**config.mk**
```make
export PLATFORM = sky130hd
export DESIGN_NAME = ovrdet_top
export DESIGN_NICKNAME = d
export VERILOG_FILES = /design/src/inc/ovrdet_pkg.sv /design/src/inc/ovrdet_chan_if.sv /design/src/rtl/ovrdet_chan.sv /design/src/rtl/ovrdet_top.sv
export SDC_FILE = /design/constraint.sdc
export NUM_CORES = 1
export LEC_CHECK = 0
export BUFFER_PORTS_ARGS = -buffer_cell sky130_fd_sc_hd__buf_4
export CORE_ASPECT_RATIO = 0.7
export CORE_MARGIN = 2
export CORE_UTILIZATION = 60
export CTS_BUF_LIST = sky130_fd_sc_hd__clkbuf_4 sky130_fd_sc_hd__clkbuf_8
export DETAILED_ROUTE_END_ITERATION = 12
export PLACE_DENSITY = 0.86
export SETUP_SLACK_MARGIN = 0.02
export SLEW_MARGIN = 25
export SYNTH_ARGS = -nofsm -noshare
export SYNTH_HDL_FRONTEND = slang
export SYNTH_SLANG_ARGS = --single-unit
```
**constraint.sdc**
```tcl
create_clock -name aclk -period 5 [get_ports aclk]
set_input_delay 0.25 -clock aclk [delete_from_list [all_inputs] [get_ports aclk]]
set_output_delay 0.25 -clock aclk [all_outputs]
set_load 0.1 [all_outputs]
```
**src/inc/ovrdet_pkg.sv**
```systemverilog
// Constants shared by the over-range detector design files
package ovrdet_pkg;
    // Channel and datapath sizes
    localparam int CH_N        = 4;   // Converter channels
    localparam int SAMPLE_W    = 12;  // Two's complement sample width
    localparam int LEVEL_W     = 8;   // Threshold field width, fraction of 256
    localparam int EXP_W       = 3;   // Stretch exponent width
    localparam int HOLD_W      = 10;  // Holds the longest stretch, 4 * 2^7
    localparam int LEVEL_SHIFT = SAMPLE_W - 1 - LEVEL_W; // Threshold to sample scale

    // Bus sizes
    localparam int ADDR_W = 12;
    localparam int IDX_W  = ADDR_W - 2;

    // Register indexes; byte address is four times the index
    localparam logic [IDX_W-1:0] IDX_LEVEL      = 10'h211;
    localparam logic [IDX_W-1:0] IDX_CONFIG     = 10'h213;
    localparam logic [IDX_W-1:0] IDX_IRQ_STATUS = 10'h214;
    localparam logic [IDX_W-1:0] IDX_IRQ_MASK   = 10'h215;

    // Reset values
    localparam logic [7:0]      LEVEL_RESET  = 8'hf2;
    localparam logic [7:0]      CONFIG_RESET = 8'h07;
    localparam logic [CH_N-1:0] MASK_RESET   = 4'h0;

    // Config field positions
    localparam int ENABLE_BIT = 3;
    localparam int EXP_LSB    = 0;

    // Stretch base length in sampling cycles
    localparam logic [HOLD_W-1:0] HOLD_BASE = 10'h004;

    // Bus response codes
    localparam logic [1:0] RESP_OKAY   = 2'h0;
    localparam logic [1:0] RESP_SLVERR = 2'h2;
endpackage

```
**src/inc/ovrdet_chan_if.sv**
```systemverilog
// Signals between the register side and one channel detector
`timescale 1ns/10ps
interface ovrdet_chan_if;
    logic [ovrdet_pkg::SAMPLE_W-1:0] sample;   // Current sample, two's complement
    logic [ovrdet_pkg::LEVEL_W-1:0]  level;    // Detection threshold
    logic [ovrdet_pkg::EXP_W-1:0]    exponent; // Stretch exponent
    logic                            enable;   // Global alarm enable
    logic                            flag;     // Stretched over-range output
    logic                            hit;      // Detection in this cycle

    // Register side drives settings and samples
    modport top (
        output sample,
        output level,
        output exponent,
        output enable,
        input  flag,
        input  hit
    );

    // Channel side answers with flag and hit
    modport chan (
        input  sample,
        input  level,
        input  exponent,
        input  enable,
        output flag,
        output hit
    );
endinterface

```
**src/rtl/ovrdet_chan.sv**
```systemverilog
// One channel: magnitude compare and pulse stretcher
`timescale 1ns/10ps
module ovrdet_chan (
    // Clock and reset
    input wire logic     aclk,
    input wire logic     aresetn,
    // Settings in, flag out
    ovrdet_chan_if.chan  port
);
    logic [ovrdet_pkg::SAMPLE_W-1:0] mag;      // Absolute sample value
    logic [ovrdet_pkg::SAMPLE_W-1:0] limit;    // Threshold at sample scale
    logic [ovrdet_pkg::HOLD_W-1:0]   hold_len; // Stretch length in cycles
    logic [ovrdet_pkg::HOLD_W-1:0]   hold_cnt; // Cycles left after this one
    logic                            flag;     // Registered output

    ////////////////////////////////////////////////////////////////////////////
    // Detection

    // Most negative code maps to 2^(W-1), still fits unsigned
    always_comb begin
        if (port.sample[ovrdet_pkg::SAMPLE_W-1]) begin
            mag = ~port.sample + 1'b1;
        end else begin
            mag = port.sample;
        end
    end

    // Threshold is a fraction of 256 full-scale units
    assign limit = {1'b0, port.level, {ovrdet_pkg::LEVEL_SHIFT{1'b0}}};

    // Level reached counts as over range; gated by enable
    assign port.hit = port.enable && (mag >= limit);

    ////////////////////////////////////////////////////////////////////////////
    // Stretcher

    // Each exponent step doubles the hold
    assign hold_len = ovrdet_pkg::HOLD_BASE << port.exponent;

    // Hit reloads the counter, so a run of hits extends the pulse
    always_ff @(posedge aclk) begin
        if (!aresetn) begin
            flag     <= 1'b0;
            hold_cnt <= '0;
        end else if (!port.enable) begin
            flag     <= 1'b0;
            hold_cnt <= '0;
        end else if (port.hit) begin
            flag     <= 1'b1;
            hold_cnt <= hold_len - 1'b1;
        end else if (hold_cnt != '0) begin
            hold_cnt <= hold_cnt - 1'b1;
        end else begin
            flag     <= 1'b0;
        end
    end

    assign port.flag = flag;
endmodule

```
**src/rtl/ovrdet_top.sv**
```systemverilog
// Four-channel over-range detector with AXI4-Lite registers
// What this block does
// Flag channel when sample magnitude reaches threshold
// Threshold is fraction of 256, reset 0xf2
// Enable bit 3 low holds all flags low
// Flag lasts at least 4 times 2^N cycles
// Software writes zero to config bits 7:4
// New detection restarts the hold period
`timescale 1ns/10ps
module ovrdet_top #(
    parameter int CH_N = ovrdet_pkg::CH_N // Channel count, four pins below
) (
    // Clock and reset
    input  wire logic                               aclk,
    input  wire logic                               aresetn,
    // AXI4-Lite write address
    input  wire logic [ovrdet_pkg::ADDR_W-1:0]      s_axi_awaddr,
    input  wire logic                               s_axi_awvalid,
    output wire logic                               s_axi_awready,
    // AXI4-Lite write data
    input  wire logic [31:0]                        s_axi_wdata,
    input  wire logic [3:0]                         s_axi_wstrb,
    input  wire logic                               s_axi_wvalid,
    output wire logic                               s_axi_wready,
    // AXI4-Lite write response
    output wire logic [1:0]                         s_axi_bresp,
    output wire logic                               s_axi_bvalid,
    input  wire logic                               s_axi_bready,
    // AXI4-Lite read address
    input  wire logic [ovrdet_pkg::ADDR_W-1:0]      s_axi_araddr,
    input  wire logic                               s_axi_arvalid,
    output wire logic                               s_axi_arready,
    // AXI4-Lite read data
    output wire logic [31:0]                        s_axi_rdata,
    output wire logic [1:0]                         s_axi_rresp,
    output wire logic                               s_axi_rvalid,
    input  wire logic                               s_axi_rready,
    // Samples, one per sampling cycle
    input  wire logic [ovrdet_pkg::SAMPLE_W-1:0]    sample_a,
    input  wire logic [ovrdet_pkg::SAMPLE_W-1:0]    sample_b,
    input  wire logic [ovrdet_pkg::SAMPLE_W-1:0]    sample_c,
    input  wire logic [ovrdet_pkg::SAMPLE_W-1:0]    sample_d,
    // Over-range pins
    output wire logic                               overrange_flag_a,
    output wire logic                               overrange_flag_b,
    output wire logic                               overrange_flag_c,
    output wire logic                               overrange_flag_d,
    // Interrupt
    output wire logic                               irq
);
    ////////////////////////////////////////////////////////////////////////////
    // Register storage

    logic [7:0]      range_limit_level;  // Threshold register
    logic [7:0]      range_alarm_config; // Enable and exponent register
    logic [CH_N-1:0] irq_status;         // Sticky detection bits
    logic [CH_N-1:0] irq_mask;           // Interrupt enables
    logic                               range_alarm_enable;
    logic [ovrdet_pkg::EXP_W-1:0]       pulse_stretch_exponent;

    assign range_alarm_enable     = range_alarm_config[ovrdet_pkg::ENABLE_BIT];
    assign pulse_stretch_exponent =
        range_alarm_config[ovrdet_pkg::EXP_LSB +: ovrdet_pkg::EXP_W];

    ////////////////////////////////////////////////////////////////////////////
    // Write channel

    logic                            aw_held;  // Write address captured
    logic                            w_held;   // Write data captured
    logic [ovrdet_pkg::IDX_W-1:0]    aw_idx;   // Captured word index
    logic [31:0]                     w_data;   // Captured data
    logic [3:0]                      w_strb;   // Captured strobes
    logic                            bvalid;   // Response pending
    logic [1:0]                      bresp;    // Response code
    logic                            do_write; // Both halves present
    logic                            w_hit;    // Index is mapped

    // Accept each half once; hold off until the response is taken
    assign s_axi_awready = !aw_held && !bvalid;
    assign s_axi_wready  = !w_held && !bvalid;
    assign do_write      = aw_held && w_held && !bvalid;
    assign w_hit = (aw_idx == ovrdet_pkg::IDX_LEVEL) || (aw_idx == ovrdet_pkg::IDX_CONFIG) ||
                   (aw_idx == ovrdet_pkg::IDX_IRQ_STATUS) || (aw_idx == ovrdet_pkg::IDX_IRQ_MASK);

    // Address capture
    always_ff @(posedge aclk) begin
        if (!aresetn) begin
            aw_held <= 1'b0;
            aw_idx  <= '0;
        end else if (s_axi_awvalid && s_axi_awready) begin
            aw_held <= 1'b1;
            aw_idx  <= s_axi_awaddr[ovrdet_pkg::ADDR_W-1:2];
        end else if (do_write) begin
            aw_held <= 1'b0;
        end
    end

    // Data capture
    always_ff @(posedge aclk) begin
        if (!aresetn) begin
            w_held <= 1'b0;
            w_data <= '0;
            w_strb <= '0;
        end else if (s_axi_wvalid && s_axi_wready) begin
            w_held <= 1'b1;
            w_data <= s_axi_wdata;
            w_strb <= s_axi_wstrb;
        end else if (do_write) begin
            w_held <= 1'b0;
        end
    end

    // Response; unmapped addresses answer with slave error
    always_ff @(posedge aclk) begin
        if (!aresetn) begin
            bvalid <= 1'b0;
            bresp  <= ovrdet_pkg::RESP_OKAY;
        end else if (do_write) begin
            bvalid <= 1'b1;
            bresp  <= w_hit ? ovrdet_pkg::RESP_OKAY : ovrdet_pkg::RESP_SLVERR;
        end else if (s_axi_bready) begin
            bvalid <= 1'b0;
        end
    end

    assign s_axi_bvalid = bvalid;
    assign s_axi_bresp  = bresp;

    logic wr_lane0; // Low byte lane written
    assign wr_lane0 = do_write && w_strb[0];

    // Threshold register
    always_ff @(posedge aclk) begin
        if (!aresetn) begin
            range_limit_level <= ovrdet_pkg::LEVEL_RESET;
        end else if (wr_lane0 && aw_idx == ovrdet_pkg::IDX_LEVEL) begin
            range_limit_level <= w_data[7:0];
        end
    end

    // Config register; upper bits stored as written, left zero by software
    always_ff @(posedge aclk) begin
        if (!aresetn) begin
            range_alarm_config <= ovrdet_pkg::CONFIG_RESET;
        end else if (wr_lane0 && aw_idx == ovrdet_pkg::IDX_CONFIG) begin
            range_alarm_config <= w_data[7:0];
        end
    end

    // Interrupt mask
    always_ff @(posedge aclk) begin
        if (!aresetn) begin
            irq_mask <= ovrdet_pkg::MASK_RESET;
        end else if (wr_lane0 && aw_idx == ovrdet_pkg::IDX_IRQ_MASK) begin
            irq_mask <= w_data[CH_N-1:0];
        end
    end

    ////////////////////////////////////////////////////////////////////////////
    // Channels

    logic [ovrdet_pkg::SAMPLE_W-1:0] samples [CH_N]; // Sample per channel
    logic [CH_N-1:0]                 flags;          // Stretched outputs
    logic [CH_N-1:0]                 hits;           // Detections this cycle

    assign samples[0] = sample_a;
    assign samples[1] = sample_b;
    assign samples[2] = sample_c;
    assign samples[3] = sample_d;

    ovrdet_chan_if ch_if[CH_N] ();

    // One detector per channel, all sharing the same settings
    genvar gi;
    generate
        for (gi = 0; gi < CH_N; gi++) begin : g_chan
            assign ch_if[gi].sample   = samples[gi];
            assign ch_if[gi].level    = range_limit_level;
            assign ch_if[gi].exponent = pulse_stretch_exponent;
            assign ch_if[gi].enable   = range_alarm_enable;
            assign flags[gi]          = ch_if[gi].flag;
            assign hits[gi]           = ch_if[gi].hit;
            ovrdet_chan i_ovrdet_chan (
                .aclk    (aclk),
                .aresetn (aresetn),
                .port    (ch_if[gi])
            );
        end
    endgenerate

    assign overrange_flag_a = flags[0];
    assign overrange_flag_b = flags[1];
    assign overrange_flag_c = flags[2];
    assign overrange_flag_d = flags[3];

    ////////////////////////////////////////////////////////////////////////////
    // Interrupt

    // Write one to clear; a detection in the same cycle wins
    always_ff @(posedge aclk) begin
        if (!aresetn) begin
            irq_status <= '0;
        end else if (wr_lane0 && aw_idx == ovrdet_pkg::IDX_IRQ_STATUS) begin
            irq_status <= (irq_status & ~w_data[CH_N-1:0]) | hits;
        end else begin
            irq_status <= irq_status | hits;
        end
    end

    assign irq = |(irq_status & irq_mask);

    ////////////////////////////////////////////////////////////////////////////
    // Read channel

    logic                         rvalid; // Read data pending
    logic [31:0]                  rdata;  // Registered read data
    logic [1:0]                   rresp;  // Read response code
    logic [ovrdet_pkg::IDX_W-1:0] ar_idx; // Requested word index

    assign s_axi_arready = !rvalid;
    assign ar_idx        = s_axi_araddr[ovrdet_pkg::ADDR_W-1:2];

    // One read at a time; data registered on acceptance
    always_ff @(posedge aclk) begin
        if (!aresetn) begin
            rvalid <= 1'b0;
            rdata  <= '0;
            rresp  <= ovrdet_pkg::RESP_OKAY;
        end else if (s_axi_arvalid && s_axi_arready) begin
            rvalid <= 1'b1;
            rresp  <= ovrdet_pkg::RESP_OKAY;
            case (ar_idx)
                ovrdet_pkg::IDX_LEVEL: begin
                    rdata <= {24'h000000, range_limit_level};
                end
                ovrdet_pkg::IDX_CONFIG: begin
                    rdata <= {24'h000000, range_alarm_config};
                end
                ovrdet_pkg::IDX_IRQ_STATUS: begin
                    rdata <= {28'h0000000, irq_status};
                end
                ovrdet_pkg::IDX_IRQ_MASK: begin
                    rdata <= {28'h0000000, irq_mask};
                end
                default: begin
                    rdata <= '0; // Unmapped reads zero with error
                    rresp <= ovrdet_pkg::RESP_SLVERR;
                end
            endcase
        end else if (s_axi_rready) begin
            rvalid <= 1'b0;
        end
    end

    assign s_axi_rvalid = rvalid;
    assign s_axi_rdata  = rdata;
    assign s_axi_rresp  = rresp;
endmodule

```
## Yosys cells after proc, flatten, opt, wreduce, memory -nomap -nowiden

Cells that the tools add are included.

- Input port bits: 115
- Bits in registers: 127

- Bitwise logic cells: 9
- Muxes and demuxes: 31
- $add $sub $neg: 9
- Equal/unequal tests: 12
- Magnitude comparators: 4
- Reduce and logical (&&, ||, !) cells: 38
- Shift operators: 1

Operators with widths:

| operator | number |
|---|---|
| equality test 10 bit, second input constant | 8 |
| two-way mux 10 bit | 8 |
| subtractor 10 x 1 -> 10 bit, second input constant | 5 |
| adder 12 x 1 -> 12 bit, second input constant | 4 |
| greater-or-equal comparator 12 x 11 -> 1 bit | 4 |
| two-way mux 12 bit | 4 |
| NOT 12 bit | 4 |
| nonzero test 10 bit | 4 |
| case mux 8 bit (4 select lines) | 1 |
| logical AND 1 bit | 16 |
| nonzero test 2 bit | 8 |
| two-way mux 1 bit | 15 |
| << shifter 3 x 3 -> 10 bit, first input constant | 1 |
| AND 4 bit | 2 |
| inequality test 2 bit, second input constant | 4 |
| OR 4 bit | 2 |
| OR reduction 4 bit | 2 |
| logical NOT 1 bit | 4 |
| two-way mux 2 bit | 2 |
| two-way mux 4 bit | 1 |
| NOT 4 bit | 1 |
| logical OR 1 bit | 3 |
| AND reduction 2 bit | 1 |

## Logic depth before layout (Yosys ltp)

- Depth after elaboration: 7
- Depth in mapped cells: 12
- Mapped depth without buffers: 11

## Modules after synthesis

Synthesis repeated with hierarchy kept, for this count alone.

- Cells, all modules: 882
- Area, all modules: 7319.5 µm²

By module, submodules not included:

| module | area an instance (µm²) | times used | cells each |
|---|---|---|---|
| ovrdet_chan (g_chan[0].i_ovrdet_chan ...) | 1172.4 | 3 | 152 |
| ovrdet_top | 2665.1 | 1 | 284 |
| ovrdet_chan (g_chan[1].i_ovrdet_chan) | 1137.3 | 1 | 142 |

## Worst setup path after synthesis

OpenSTA, ideal clock, no wires.

- Kind: input to register
- From: in sample_a[1] (netlist name)
- To: reg g_chan[0].i_ovrdet_chan.hold_cnt[4] (netlist name)
- Slack: 1.499 ns
- Path buffers: 1
- Data arrival time: 3.380 ns
- Stages on the path: 12
- Cells stage by stage: or3_1 or3_1 or4_1 o21ai_0 xnor2_1 ha_1 a21oi_1 o21ai_0 nor2b_1 a211oi_1 clkbuf_1 mux2_2

- Word-level cells in the longest chain between the ends: 6
- Elaborated cells between the ends (all ways): 7

RTL lines:

| item | line | RTL |
|---|---|---|
| start, declared | ovrdet_top.sv:39 | `input wire logic [ovrdet_pkg::SAMPLE_W-1:0] sample_a,` |
| NOT 12 bit | ovrdet_chan.sv:22 | `mag = ~port.sample + 1'b1;` |
| adder 12 x 1 -> 12 bit | ovrdet_chan.sv:22 |  |
| two-way mux 12 bit (*) | ovrdet_chan.sv:21 | `if (port.sample[ovrdet_pkg::SAMPLE_W-1]) begin` |
| greater-or-equal comparator 12 x 11 -> 1 bit (*) | ovrdet_chan.sv:32 | `assign port.hit = port.enable && (mag >= limit);` |
| logical AND 1 bit (*) | ovrdet_chan.sv:32 |  |
| two-way mux 10 bit / nonzero test 2 bit (equally long branches) | -- |  |
| end signal, assigned | ovrdet_chan.sv:50 | `hold_cnt <= hold_len - 1'b1;` |
| end signal, assigned | ovrdet_chan.sv:52 | `hold_cnt <= hold_cnt - 1'b1;` |
| end, declared | ovrdet_chan.sv:13 | `logic [ovrdet_pkg::HOLD_W-1:0] hold_cnt;` |

Mark *: on every way between the ends. The rest lies on a longest branch, timed or not.
A chain may end at the register's enable or synchronous reset.

## Worst setup path in the final report

Same ends and word-level chain as after synthesis.

==> impl_metrics.ini <==
[worst_setup_path]
slowest_delay_ns = 0.48
crit_path_start_kind = input pin
r2r_cells = 8
r2r_end = g_chan[0].i_ovrdet_chan.hold_cnt[4]
crit_buf_inv = 2
crit_path_cell_trace = buf_4 > or3_1 > or3_1 > or4_1 > o21ai_0 > xnor2_1 > ha_1 > a21oi_1 > o21ai_0 > nor2b_1 > a211oi_1 > buf_4 > mux2_2
path_delay_family = simple AND/OR/NAND/NOR gates
endpoint_kind = flop
r2r_slack_ns = 2.52
crit_start = sample_a[1]
cp_data_arrival_time_ns = 3.64
path_class = in2reg
cp_max_fo = 11
crit_end = g_chan[0].i_ovrdet_chan.hold_cnt[4]
r2r_start = ch_if[0].level[1]
slowest_stage = or4_1
worstPathRequired_ns = 5.27
crit_cells = 13

[detailed_routing]
wl_per_cell_microns = 16.1
ant_nets = 0
vias = 5778
wirelength_microns = 16000
drt_iter0_markers = 357
drtPass1Iterations = 5
vias_per_cell = 5.82
drc = 0

[place]
place_area_sq_um = 7060
port_buffers = 103
place_congestion = 0.879
dpl.hpwl_microns = 12100
pre_cts_ws_ns = 1.29

[sta]
rsz0062_at_grt = no
tightest_slew_ns = 0.885
layout_setup_ws_ns = 1.63
setup_tns_ns = 0
min_period_over_period_pct = 67.3
max_slew_margin_pct = 40.9
period_minus_slack_ns = 3.37
fmax_mhz = 297
clock_skew_ns = 0.00957
final-setup-viol-count = 0
slew_violations = 0
hold_viol = 0

[die]
io_pins = 161
rows = 31
initial_core_util_pct = 61.4
die-area_sq_um = 11400
dieWidth_microns = 127
core_area_sq_um = 10300
die_h_microns = 89.9

[cts]
clkLatencyLatePin_ns = 0.38
post-cts-setup-buffer-count = 0
ctsHoldBuffers = 0
cts-root-buf = clkbuf_8
cts_tree = yes
cts.reportedPaths.clkPinSlew_ns = 0.10
cts_buffer_depth = 2
cts.repair.resized = 0
clock-sinks = 101
cts_buffers = 9
cts.htree.levels = 3

[power_and_ir_drop]
p_int_mw = 1.12
max-vdd-ir-drop_mv = 0.163
power.density_nw_per_um2 = 230
switching_share_pct = 32.8
p_leak_nw = 3.14
pwr-share-comb_pct = 20.0
clockPowerShare_pct = 30.3
switching_power_mw = 0.548
total_power_mw = 1.67
seqPwrFrac_pct = 49.7

[yosys]
syn_avg_cell_area_sq_um = 8.24
synth_largest_area_cell = dfxtp_1
synth_commonest_cells = nand2_1 (139), dfxtp_1 (101), xnor2_1 (49), o21ai_0 (38), ha_1 (37)
yosys.cell_count.top_type = nand2_1
ys_async_sr_fraction_pct = 0
synth-seq-area-share_pct = 31.9
synth-edff-count = 0
synth_warnings = 0
ys_types = 59
yosys_register_bits = 101
synth_top_area_share_pct = 31.9
synthesis.instances = 768
syn-cell-area_sq_um = 6330
synth.area.top_cells = dfxtp_1 (32%), nand2_1 (8.2%), ha_1 (7.3%), xnor2_1 (6.8%), mux2i_1 (5.7%)
synth_ff_type = dfxtp_1

[hold_path]
hold_path_class = in2reg

[finish]
fin_area_sq_um = 7250
n_fill_cell = 827
drive_above_1_share_pct = 16.6
multi_input_area_sq_um = 3980
diodes = 0
syn2layout_area_growth_pct = 14.5
final-seq-area_sq_um = 2020
nets = 1007

[global_routing]
grt_first_pass_wirelength_microns = 25800
grt_overflow = 0
track_usage_pct = 27.5
grt_antenna_before_repair = 0
grt_pass1_vias = 5675
grt_max_degree = 55

[run_status]
status = finished, final reports clean

[run]
maxCapViolations = 0
-- final cells by class --
| cell class | count | share of cell area (%) |
|---|---|---|
| clock buffers | 9 | 1.71 |
| well taps | 132 | 2.28 |
| clock inverters | 7 | 0.932 |
| inverters | 28 | 1.45 |
| multi-input cells | 610 | 54.9 |
| flip-flops and latches | 101 | 27.9 |
| repair buffers | 105 | 10.9 |
-- logic make-up (layout without fill, tap and decap cells) --
group	count (synthesis)	in the layout	synth area share, %
adder cells (fa/ha/maj)	37	37	7.31
AND/OR/NAND/NOR	291	291	22.7
buffers and inverters	82	149	6.68
other	1	26	0.0592
AO/OA/AOI/OAI	148	148	15.3
multiplexers	44	44	7.18
XOR/XNOR	64	64	8.86
flip-flops	101	101	31.9
-- how the worst min path moves through the flow --
stage	startpoint	end	cells after the start
after CTS	s_axi_arvalid	s_axi_rvalid	2
after floorplan	s_axi_arvalid	s_axi_rvalid	1
final	s_axi_arvalid	s_axi_rvalid	2
after global routing	s_axi_arvalid	s_axi_rvalid	2
after global placement	s_axi_rdata[3]	s_axi_rdata[3]	2
after detailed placement	s_axi_rdata[0]	s_axi_rdata[0]	2
-- sequential cells by signal, indices dropped and copies added, names as in the netlist --
signal,cells
aw_held,1
aw_idx,10
ch_if.level,8
g_chan.i_ovrdet_chan.hold_cnt,40
g_chan.i_ovrdet_chan.port.flag,4
irq_mask,4
irq_status,4
range_alarm_config,8
s_axi_bresp,1
s_axi_bvalid,1
s_axi_rdata,8
s_axi_rresp,1
s_axi_rvalid,1
w_data,8
w_held,1
w_strb,1
-- per-stage QoR --
stage / cells / hold WS [ns] / utilization, %
global placement: 976 / 0.445 / 68.4
CTS: 992 / 0.103 / 70.3
global route: 992 / 0.107 / 70.3
detailed placement: 976 / 0.451 / 68.4
finish: 992 / 0.105 / 70.3
floorplan: 793 / 0.388 / -
-- power groups by stage --
stage | clock [mW] | combinational (mW) | sequential [mW]
2_1_floorplan | 0 | 0.240 | 0.859
3_3_place_gp | 0 | 0.318 | 0.847
3_5_place_dp | 0 | 0.331 | 0.848
4_1_cts | 0.509 | 0.332 | 0.829
5_1_grt | 0.544 | 0.359 | 0.831
6_report | 0.505 | 0.334 | 0.830
-- placed cells by master (no fill, tap or decap), drive strengths merged, types with 5 or more instances in the layout --
cell,netlist,routed
and2,8,8
nor4b,5,5
nand4,5,5
nor2,35,35
nand3,19,19
nor4,11,11
dfxtp,101,101
a211oi,5,5
mux2i,36,36
a21oi,33,33
conb,1,26
nand2,139,139
buf,27,105
nor3,15,15
a22oi,6,6
inv,28,31
o211ai,8,8
or4b,6,6
xnor2,49,49
o21ai,38,38
xor2,15,15
ha,37,37
nor2b,18,18
or3,10,10
a21boi,24,24
o31ai,7,7
mux2,8,8
clkbuf,27,9
-- per-layer routing --
layer / up-vias / global-route usage [%] / routed length, microns
met2: 231 / 46.6 / 7520
met4: 0 / 10.2 / 345
met1: 2696 / 34.1 / 6930
met3: 35 / 6.61 / 1190
li1: 2816 / - / -
met5: - / 0 / 0
Note: power is estimated with default switching activity, not from simulation.
